--- src/rtl/otg_ctrl_map.svh ---
// Register offsets, field positions, reset values and timing counts for the OTG power and role block.
// Assumes a 100 MHz system clock and the plain address/strobe register port.
`ifndef OTG_CTRL_MAP_SVH
`define OTG_CTRL_MAP_SVH

`define OFS_HW_CONFIG 4'h0
`define OFS_GLOBAL_CONTROL 4'h1
`define OFS_STATUS 4'h2
`define OFS_FLAGS 4'h3
`define OFS_OTG_CONTROL 4'h4
`define OFS_TIMER_CONFIG 4'h5
`define OFS_OTG_FLAGS 4'h6

`define HWC_MANUAL_ROLE 7
`define HWC_ID_ROLE_EN 6
`define HWC_SW_CTRL_EN 4
`define HWC_PAD_REG_EN 0
`define HWC_WMASK 8'hD1
`define HWC_RESET 8'h00

`define GC_ENABLE 7
`define GC_HOST 6
`define GC_FREEZE 5
`define GC_PAD_EN 4
`define GC_ID_IE 1
`define GC_VBUS_IE 0
`define GC_WMASK 8'hF3
`define GC_RESET 8'h20

`define OC_SW_OVERRIDE 2
`define OC_VBUS_REQ 1
`define OC_VBUS_REQ_CLR 0

`define OF_BCERR 2
`define OF_VBERR 1
`define OF_DCONN 0

`define TC_RESET 8'h80

`define CLK_MHZ 100
`define CONNECT_TIMEOUT_MS 300
`define MS_CYCLES(ms) ((ms) * 1000 * `CLK_MHZ)
`define US_CYCLES(us) ((us) * `CLK_MHZ)

`endif

--- src/rtl/otg_ctrl_pkg.sv ---
// Types shared by the OTG power and role block.
// Assumes the constants header is included by its users.
package otg_ctrl_pkg;

    typedef struct packed {
        logic [3:0] addr;
        logic [7:0] wdata;
        logic wr;
        logic rd;
    } reg_req_s;

    typedef struct packed {
        logic vbus_valid;
        logic session_valid;
        logic role_id_pin;
        logic dp_pullup;
        logic dm_pullup;
    } cable_s;

    typedef enum {
        PWR_IDLE,
        PWR_WAIT,
        PWR_ON,
        PWR_FAULT
    } pwr_e;

    typedef logic [31:0] count_t;

endpackage : otg_ctrl_pkg

--- src/rtl/otg_power_role_ctrl.sv ---
// OTG global control: timer tuning, VBUS hysteresis, power switch with connect time-out, ID role detection.
// Assumes synchronous cable inputs and a register master that never needs a wait state.
//
// The register offsets and strobed register access were chosen for this implementation.
`timescale 1ns/10ps
`include "otg_ctrl_map.svh"

// Notes on behaviour
// Timer tuning register: two-bit page picks timer, two-bit value sets duration.
// Page 0: VBUS rise time-out 20/50/70/100 ms, then VBUS error flag.
// Page 1: session request VBUS pulse 15/23/31/40 ms.
// Page 2: wait before first session pulse 93/105/118/131 ms.
// Page 3: minimum accepted session pulse 1us/100us/1ms/11ms.
// VBUS status sets on high comparator, clears only on session comparator loss or when the pad enable is clear.
// VBUS transition flag sets on every VBUS status change.
// Peripheral pull-up stays off while VBUS status is clear.
// Switch output high when switch enable and VBUS request are both set; the code also needs the software override bit clear.
// Host: pull-up within 300 ms of VBUS delivery raises connect flag.
// No connection within 300 ms: connect error flag, switch output dropped.
// Firmware workaround uses manual pin control and session request flag.
// No plug means peripheral; ID interrupt only for A-plug insert or removal.
// ID detection works whatever the global enable says.
// ID-pin select overrides manual role bit; change only while disabled.
// Switch-control enable gates switch pin control.
// Hardware config bit 0 enables the pad regulator.
// Clearing global enable resets controller, transceiver and clocks.
// Control bit 6 selects host when set, device when clear.
// Clock freeze gates controller clocks; resume detection stays alive.
// VBUS pad enable works even with global enable clear.
// Control bits 1 and 0 enable ID and VBUS transition interrupts.
// ID transition flag sets on any ID level change, sticky until cleared.
// Interrupt request is flag AND enable.
module otg_power_role_ctrl
(
    input wire logic clk,
    input wire logic reset_n,
    input wire otg_ctrl_pkg::reg_req_s reg_req,
    output logic [7:0] reg_rdata,
    input wire otg_ctrl_pkg::cable_s cable,
    input wire logic srp_pulse_active,
    input wire logic periph_attach_req,
    output logic vbus_switch_out,
    output logic periph_pullup_en,
    output logic pad_regulator_en,
    output logic vbus_pad_enable,
    output logic controller_reset_n,
    output logic controller_clk_en,
    output logic host_role,
    output logic id_role_host,
    output logic srp_pulse_done,
    output logic session_request_flag,
    output logic line_discharge_done,
    output logic [1:0] transition_irq
);

    // =====================================================================
    // Timer decode
    // =====================================================================
    function automatic otg_ctrl_pkg::count_t timer_cycles(input logic [1:0] page, input logic [1:0] val);
        otg_ctrl_pkg::count_t r;
        r = 32'h0000_0001;
        unique case (page)
            2'h0: r = val == 2'h0 ? 32'(`MS_CYCLES(20)) : val == 2'h1 ? 32'(`MS_CYCLES(50)) :
                      val == 2'h2 ? 32'(`MS_CYCLES(70)) : 32'(`MS_CYCLES(100));
            2'h1: r = val == 2'h0 ? 32'(`MS_CYCLES(15)) : val == 2'h1 ? 32'(`MS_CYCLES(23)) :
                      val == 2'h2 ? 32'(`MS_CYCLES(31)) : 32'(`MS_CYCLES(40));
            2'h2: r = val == 2'h0 ? 32'(`MS_CYCLES(93)) : val == 2'h1 ? 32'(`MS_CYCLES(105)) :
                      val == 2'h2 ? 32'(`MS_CYCLES(118)) : 32'(`MS_CYCLES(131));
            2'h3: r = val == 2'h0 ? 32'(`US_CYCLES(1)) : val == 2'h1 ? 32'(`US_CYCLES(100)) :
                      val == 2'h2 ? 32'(`MS_CYCLES(1)) : 32'(`MS_CYCLES(11));
        endcase
        return r;
    endfunction : timer_cycles

    // =====================================================================
    // Registers
    // =====================================================================
    logic [7:0] hw_config_r;
    logic [7:0] usb_global_control_r;
    logic [2:0] otg_control_r;
    logic [1:0] timer_value_r [4];
    logic [1:0] timer_page_r;
    logic vbus_status_r;
    logic id_pin_r;
    logic vbus_transition_flag_r;
    logic id_transition_flag_r;
    logic vbus_error_flag_r;
    logic b_connect_error_flag_r;
    logic dev_connect_flag_r;
    otg_ctrl_pkg::pwr_e pwr_r;
    otg_ctrl_pkg::count_t rise_cnt_r;
    otg_ctrl_pkg::count_t conn_cnt_r;
    otg_ctrl_pkg::count_t srp_cnt_r;
    otg_ctrl_pkg::count_t pulse_cnt_r;
    otg_ctrl_pkg::count_t disc_cnt_r;

    logic wr_hit_flags;
    logic wr_hit_otg_flags;
    logic vbus_status_nxt;
    logic id_change;
    logic host_sel;
    logic vbus_req;
    logic connected;
    logic [3:0] req_addr;

    assign req_addr = reg_req.addr;
    assign wr_hit_flags = reg_req.wr && req_addr == `OFS_FLAGS;
    assign wr_hit_otg_flags = reg_req.wr && req_addr == `OFS_OTG_FLAGS;
    assign vbus_req = otg_control_r[`OC_VBUS_REQ];
    assign connected = cable.dp_pullup || cable.dm_pullup;

    // The pad must be enabled for sensing to see anything, independent of the global enable.
    always_comb
    begin
        vbus_status_nxt = vbus_status_r;
        if (!usb_global_control_r[`GC_PAD_EN])
            vbus_status_nxt = 1'b0;
        else if (cable.vbus_valid)
            vbus_status_nxt = 1'b1;
        else if (!cable.session_valid)
            vbus_status_nxt = 1'b0;
    end

    assign id_change = cable.role_id_pin != id_pin_r;
    assign host_sel = hw_config_r[`HWC_ID_ROLE_EN] ? !id_pin_r : !hw_config_r[`HWC_MANUAL_ROLE];

    always_ff @(posedge clk or negedge reset_n)
    begin
        if (!reset_n)
        begin
            hw_config_r <= `HWC_RESET;
            usb_global_control_r <= `GC_RESET;
            timer_page_r <= 2'h0;
            timer_value_r <= '{default: 2'h0};
        end
        else if (reg_req.wr)
        begin
            unique case (req_addr)
                `OFS_HW_CONFIG: hw_config_r <= reg_req.wdata & `HWC_WMASK;
                `OFS_GLOBAL_CONTROL: usb_global_control_r <= reg_req.wdata & `GC_WMASK;
                `OFS_TIMER_CONFIG:
                begin
                    timer_page_r <= reg_req.wdata[6:5];
                    timer_value_r[reg_req.wdata[6:5]] <= reg_req.wdata[1:0];
                end
                default: ;
            endcase
        end
    end

    // Request-clear beats the request; hardware also drops the request on a connect fault.
    always_ff @(posedge clk or negedge reset_n)
    begin
        if (!reset_n)
            otg_control_r <= 3'h0;
        else if (reg_req.wr && req_addr == `OFS_OTG_CONTROL)
        begin
            otg_control_r[`OC_SW_OVERRIDE] <= reg_req.wdata[`OC_SW_OVERRIDE];
            otg_control_r[`OC_VBUS_REQ] <= reg_req.wdata[`OC_VBUS_REQ] && !reg_req.wdata[`OC_VBUS_REQ_CLR];
            otg_control_r[`OC_VBUS_REQ_CLR] <= 1'b0;
        end
        else if (!usb_global_control_r[`GC_ENABLE] || pwr_r == otg_ctrl_pkg::PWR_FAULT)
            otg_control_r[`OC_VBUS_REQ] <= 1'b0;
    end

    // =====================================================================
    // Cable sensing and transition flags
    // =====================================================================
    always_ff @(posedge clk or negedge reset_n)
    begin
        if (!reset_n)
        begin
            vbus_status_r <= 1'b0;
            id_pin_r <= 1'b1;
            vbus_transition_flag_r <= 1'b0;
            id_transition_flag_r <= 1'b0;
        end
        else
        begin
            vbus_status_r <= vbus_status_nxt;
            id_pin_r <= cable.role_id_pin;
            // Set wins over a same-cycle software clear.
            if (vbus_status_nxt != vbus_status_r)
                vbus_transition_flag_r <= 1'b1;
            else if (wr_hit_flags && reg_req.wdata[0])
                vbus_transition_flag_r <= 1'b0;
            if (id_change)
                id_transition_flag_r <= 1'b1;
            else if (wr_hit_flags && reg_req.wdata[1])
                id_transition_flag_r <= 1'b0;
        end
    end

    // =====================================================================
    // VBUS power switch sequencing
    // =====================================================================
    always_ff @(posedge clk or negedge reset_n)
    begin
        if (!reset_n)
        begin
            pwr_r <= otg_ctrl_pkg::PWR_IDLE;
            rise_cnt_r <= 32'h0;
            conn_cnt_r <= 32'h0;
        end
        else
        begin
            unique case (pwr_r)
                otg_ctrl_pkg::PWR_IDLE:
                begin
                    rise_cnt_r <= 32'h0;
                    conn_cnt_r <= 32'h0;
                    if (vbus_req && host_sel && !otg_control_r[`OC_SW_OVERRIDE])
                        pwr_r <= otg_ctrl_pkg::PWR_WAIT;
                end
                otg_ctrl_pkg::PWR_WAIT:
                begin
                    rise_cnt_r <= rise_cnt_r + 32'h1;
                    conn_cnt_r <= conn_cnt_r + 32'h1;
                    if (!vbus_req)
                        pwr_r <= otg_ctrl_pkg::PWR_IDLE;
                    else if (connected)
                        pwr_r <= otg_ctrl_pkg::PWR_ON;
                    else if (conn_cnt_r >= 32'(`MS_CYCLES(`CONNECT_TIMEOUT_MS)) - 32'h1)
                        pwr_r <= otg_ctrl_pkg::PWR_FAULT;
                end
                otg_ctrl_pkg::PWR_ON:
                    if (!vbus_req)
                        pwr_r <= otg_ctrl_pkg::PWR_IDLE;
                otg_ctrl_pkg::PWR_FAULT:
                    pwr_r <= otg_ctrl_pkg::PWR_IDLE;
            endcase
        end
    end

    // Host-side error and connect flags; set wins over clear.
    always_ff @(posedge clk or negedge reset_n)
    begin
        if (!reset_n)
        begin
            vbus_error_flag_r <= 1'b0;
            b_connect_error_flag_r <= 1'b0;
            dev_connect_flag_r <= 1'b0;
        end
        else
        begin
            if (pwr_r == otg_ctrl_pkg::PWR_WAIT && !vbus_status_r
                && rise_cnt_r == timer_cycles(2'h0, timer_value_r[0]) - 32'h1)
                vbus_error_flag_r <= 1'b1;
            else if (wr_hit_otg_flags && reg_req.wdata[`OF_VBERR])
                vbus_error_flag_r <= 1'b0;
            if (pwr_r == otg_ctrl_pkg::PWR_FAULT)
                b_connect_error_flag_r <= 1'b1;
            else if (wr_hit_otg_flags && reg_req.wdata[`OF_BCERR])
                b_connect_error_flag_r <= 1'b0;
            if (pwr_r == otg_ctrl_pkg::PWR_WAIT && connected)
                dev_connect_flag_r <= 1'b1;
            else if (wr_hit_otg_flags && reg_req.wdata[`OF_DCONN])
                dev_connect_flag_r <= 1'b0;
        end
    end

    // =====================================================================
    // Session request timers
    // =====================================================================
    always_ff @(posedge clk or negedge reset_n)
    begin
        if (!reset_n)
        begin
            srp_cnt_r <= 32'h0;
            pulse_cnt_r <= 32'h0;
            disc_cnt_r <= 32'h0;
            session_request_flag <= 1'b0;
            srp_pulse_done <= 1'b0;
            line_discharge_done <= 1'b0;
        end
        else
        begin
            srp_cnt_r <= host_sel && connected ? srp_cnt_r + 32'h1 : 32'h0;
            if (host_sel && srp_cnt_r == timer_cycles(2'h3, timer_value_r[3]) - 32'h1)
                session_request_flag <= 1'b1;
            else if (wr_hit_otg_flags && reg_req.wdata[3])
                session_request_flag <= 1'b0;
            pulse_cnt_r <= srp_pulse_active ? pulse_cnt_r + 32'h1 : 32'h0;
            srp_pulse_done <= srp_pulse_active && pulse_cnt_r == timer_cycles(2'h1, timer_value_r[1]) - 32'h1;
            disc_cnt_r <= !cable.session_valid && !host_sel ? disc_cnt_r + 32'h1 : 32'h0;
            line_discharge_done <= disc_cnt_r >= timer_cycles(2'h2, timer_value_r[2]) - 32'h1 && !host_sel;
        end
    end

    // =====================================================================
    // Outputs and read port
    // =====================================================================
    always_ff @(posedge clk or negedge reset_n)
    begin
        if (!reset_n)
        begin
            vbus_switch_out <= 1'b0;
            periph_pullup_en <= 1'b0;
            pad_regulator_en <= 1'b0;
            vbus_pad_enable <= 1'b0;
            controller_reset_n <= 1'b0;
            controller_clk_en <= 1'b0;
            host_role <= 1'b0;
            id_role_host <= 1'b0;
            transition_irq <= 2'h0;
            reg_rdata <= 8'h00;
        end
        else
        begin
            vbus_switch_out <= hw_config_r[`HWC_SW_CTRL_EN] && vbus_req && !otg_control_r[`OC_SW_OVERRIDE]
                && pwr_r != otg_ctrl_pkg::PWR_FAULT;
            periph_pullup_en <= periph_attach_req && vbus_status_r && !usb_global_control_r[`GC_HOST]
                && usb_global_control_r[`GC_ENABLE];
            pad_regulator_en <= hw_config_r[`HWC_PAD_REG_EN];
            vbus_pad_enable <= usb_global_control_r[`GC_PAD_EN];
            controller_reset_n <= usb_global_control_r[`GC_ENABLE];
            controller_clk_en <= usb_global_control_r[`GC_ENABLE] && !usb_global_control_r[`GC_FREEZE];
            host_role <= usb_global_control_r[`GC_HOST];
            id_role_host <= host_sel;
            transition_irq <= {id_transition_flag_r && usb_global_control_r[`GC_ID_IE],
                vbus_transition_flag_r && usb_global_control_r[`GC_VBUS_IE]};
            reg_rdata <= 8'h00;
            if (reg_req.rd)
            begin
                unique case (req_addr)
                    `OFS_HW_CONFIG: reg_rdata <= hw_config_r;
                    `OFS_GLOBAL_CONTROL: reg_rdata <= usb_global_control_r;
                    `OFS_STATUS: reg_rdata <= {6'h00, id_pin_r, vbus_status_r};
                    `OFS_FLAGS: reg_rdata <= {6'h00, id_transition_flag_r, vbus_transition_flag_r};
                    `OFS_OTG_CONTROL: reg_rdata <= {5'h00, otg_control_r};
                    `OFS_TIMER_CONFIG: reg_rdata <= `TC_RESET | {1'b0, timer_page_r, 3'h0, timer_value_r[timer_page_r]};
                    `OFS_OTG_FLAGS: reg_rdata <= {4'h0, session_request_flag, b_connect_error_flag_r,
                        vbus_error_flag_r, dev_connect_flag_r};
                    default: reg_rdata <= 8'h00;
                endcase
            end
        end
    end

endmodule : otg_power_role_ctrl

--- config.mk ---
export PLATFORM = sky130hd
export DESIGN_NAME = otg_power_role_ctrl
export DESIGN_NICKNAME = d
export VERILOG_FILES = /design/src/rtl/otg_ctrl_pkg.sv /design/src/rtl/otg_power_role_ctrl.sv
export VERILOG_INCLUDE_DIRS = /design/src /design/src/rtl
export SDC_FILE = /design/constraint.sdc
export NUM_CORES = 1
export LEC_CHECK = 0
export BUFFER_PORTS_ARGS = -buffer_cell sky130_fd_sc_hd__buf_2
export CAP_MARGIN = 10
export CORE_ASPECT_RATIO = 0.9
export CORE_MARGIN = 3
export CORE_UTILIZATION = 55
export CTS_CLUSTER_SIZE = 40
export DETAILED_ROUTE_END_ITERATION = 10
export GPL_TIMING_DRIVEN = 0
export PLACE_DENSITY = 0.72
export SYNTH_ARGS = -nofsm -noshare
export SYNTH_HDL_FRONTEND = slang
export SYNTH_SLANG_ARGS = --single-unit
--- constraint.sdc ---
create_clock -name clk -period 5.8 [get_ports clk]
set_clock_uncertainty 0.05 [all_clocks]
set_input_delay 0.29 -clock clk [delete_from_list [all_inputs] [get_ports clk]]
set_output_delay 0.29 -clock clk [all_outputs]
set_load 0.03 [all_outputs]
==> flow_summary.ini <==
[global_route]
grt_pass1_wl_mm = 42.9
gr-usage-all-layers_pct = 23.0
grt-ovfl-total = 0
grt_start_max_net_pins = 112
grt_antenna_before_repair = 3
grt_pass1_vias = 8421

[clock_tree]
root_buffer = clkbuf_16
clk-insertion-delay-late_ps = 520
cts_tree = built
number_of_levels_in_the_clock_h_tree = 1
cts.sinks = 212
numCtsBuffers = 23
cts.clk_slew.worst_paths_ps = 60
max-clock-path-buffers = 3

[worst_hold_path]
min_from = reg_req[7]
min_path_type = in -> reg

[floorplanning]
ios = 44
placement_rows = 49
fp.dieH_um = 143
floorplan.core_area_um2 = 20300
die_width_um = 159
start_util_pct = 56.8
die_area_um2 = 22700

[setup_path]
slowest_stage = dfrtp_1
timing.critical_path.cells = inv_1 > ha_1 > inv_1 > ha_1 > a21o_1 > a21o_1 > a2111oi_0 > o22ai_1
worstPathBufferInverterCount = 2
cp_max_fo = 6
critical_path.endpoint_type = flip-flop
critPathKind = reg -> reg
cp_top_family = compound AO/OA/AOI/OAI gates
critPathLaunch = timer_value_r[2]$_DFFE_PN0P_
r2r-start = timer_value_r[2]$_DFFE_PN0P_
cp_data_required_time_ps = 6100
cp_data_arrival_time_ps = 2760
startpoint_type = flip-flop
cp_slowest_stage_delay_ps = 470

[pwr]
net-switching-power_mw = 0.896
power.internal_mw = 2.74
power_density_nw_per_um2 = 278
clockPowerShare_pct = 45.5
power.switching_fraction_pct = 24.7
combinationalPowerShare_pct = 10.3
vdd.ir_drop.worst_mv = 0.271
report.power.total_mw = 3.64
p_leak_nw = 5.69
power.sequential.fraction_pct = 44.2

[synth]
yosys_warnings = 0
postSynthAreaPerCell_um2 = 9.86
post_synth_inst_count = 1169
fraction_of_synthesis_flops_using_an_asynchronous_set_or_reset_pin_pct = 100
ys_dominant_reg_cell = dfrtp_1
net_count_after_synthesis = 1242
ys_ff_latch = 212
yosysSeqAreaShare_pct = 46.0
edff_count_synth = 0
synth_cell_type_count = 64
syn-cell-area_um2 = 11500

[placed_design]
dp_hpwl_mm = 17.4
port_buf_inserts = 41
post-place-ws_ps = 3370
placement.cell_area_um2 = 12100
finalWeightedCongestion = 0.849

[final_layout]
nets = 1316
design_area_final_um2 = 13100
mostFrequentLayoutCell = dfrtp_1
area_growth_pct = 13.3
leading_cell_types_in_the_layout_fill_and_taps_excluded = 210 x dfrtp_1, 140 x nor2_1, 86 x nand2_1, 78 x xnor2_1, 69 x nand3_1
layout-drive-gt1-share_pct = 10.4
layout.filler_cells = 1635

[drt]
drt-total-wl_mm = 25.4
drcViolationCount = 0
first_pass_iters = 5
route.vias.total = 8810
drtAntennaViolNets = 0
drt_iter0_markers = 590
drt-vias-per-instance = 5.72
wl_per_cell_um = 16.5

[sta]
post_route_setup_slack_ps = 3340
slew_violations = 0
rsz0062_at_grt = false
relSlewSlack_pct = 35.5
worst-slew-pin-transition_ps = 940
min_period_over_period_pct = 42.4
achievable-frequency_mhz = 406
period_needed_ps = 2460
timing.final.hold_violations = 0
fin_setup_tns_ps = 0
endpoints_failing_setup = 0

[flow_run]
max_cap_violations = 0

[run_status]
status = finished clean
-- tightest hold or removal path, stage by stage --
cell and delay (ps):
buf_2 120, inv_1 80, o21ai_0 90
-- power by group through the flow --
stage	registers (mW)	logic, mW	clock network [mW]
finish	1.61	0.374	1.66
global route	1.61	0.420	1.75
floorplan	1.64	0.216	0
CTS	1.61	0.378	1.69
detailed placement	1.63	0.369	0
global placement	1.63	0.358	0
-- worst paths after layout --
path / slack [ps] / cells past startpoint / to
worst min-delay path: 30 / 3 / usb_global_control_r[5]$_DFFE_PN1P_
max in group asynchronous: 4360 / 3 / srp_cnt_r[22]$_DFF_PN0_
worst min register to register: 400 / 1 / srp_cnt_r[0]$_DFF_PN0_
min in group asynchronous: 370 / 2 / conn_cnt_r[21]$_DFFE_PN0P_
worst max register to register: 3340 / 8 / line_discharge_done$_DFF_PN0_
worst max-delay path: 3340 / 8 / line_discharge_done$_DFF_PN0_
-- per-stage QoR --
stage	utilization [%]	instances	hold WS [ps]
final	64.4	1540	28.6
after floorplan	-	1169	-55.6
after global placement	59.6	1490	379
after detailed placement	59.7	1491	371
after CTS	64.3	1538	5.21
after global routing	64.4	1540	43.5
-- layer usage --
layer / vias to the layer above / GRT usage (%) / routed length, um
li1: 4285 / - / -
met1: 4262 / 35.5 / 12500
met2: 220 / 34.3 / 11000
met3: 43 / 3.04 / 1260
met4: 0 / 6.16 / 550
met5: - / 0 / 0
-- flip-flops by register name, summed over array words and instances, names as in the netlist, 2 cells and up --
register              cells
otg_control_r             2
timer_page_r              2
usb_global_control_r      6
rise_cnt_r               32
timer_value_r             8
conn_cnt_r               32
srp_cnt_r                32
disc_cnt_r               32
pwr_r                     2
pulse_cnt_r              32
hw_config_r               4
reg_rdata                 8
transition_irq            2
-- synth_stat cells (32+ instances only) --
master | n | area share (%)
dfrtp_1 | 210 | 46
clkbuf_1 | 33 | 1.1
nand3_1 | 69 | 3.0
inv_1 | 32 | 1.0
nand4_1 | 62 | 3.4
nor2_1 | 140 | 4.6
xor2_1 | 66 | 5.0
xnor2_1 | 78 | 5.9
and2_1 | 37 | 2.0
nand2_1 | 86 | 2.8
o21ai_0 | 32 | 1.4
ha_1 | 50 | 5.4
-- layout make-up --
type	count	area, um^2	area share [%]
Antenna cell	2	5.00	0.0383
Buffer	41	169	1.29
Clock buffer	29	648	4.96
Clock inverter	11	213	1.63
Inverter	32	120	0.920
Multi-Input combinational cell	884	5930	45.4
Sequential cell	212	5310	40.6
Tap cell	280	350	2.68
Timing Repair Buffer	49	313	2.40
-- cells by family (layout without fill, tap and decap cells) --
logic type,count (synthesis),in the layout,share of synthesized area [%]
mux,28,28,2.96
flops,212,212,46.0
fa+ha+maj,50,50,5.43
simple gates,559,559,26.6
compound gates,102,102,5.48
buf+inv,73,162,2.51
xor+xnor,144,144,10.9
other cells,1,3,0.0325
-- repair_timing --
action | CTS | global route
hold endpoints to repair | 118 | 0
resized for setup | 0 | 0
hold buffers | 7 | 0
setup buffers | 0 | 0
Power figures use the tool's default switching activity.
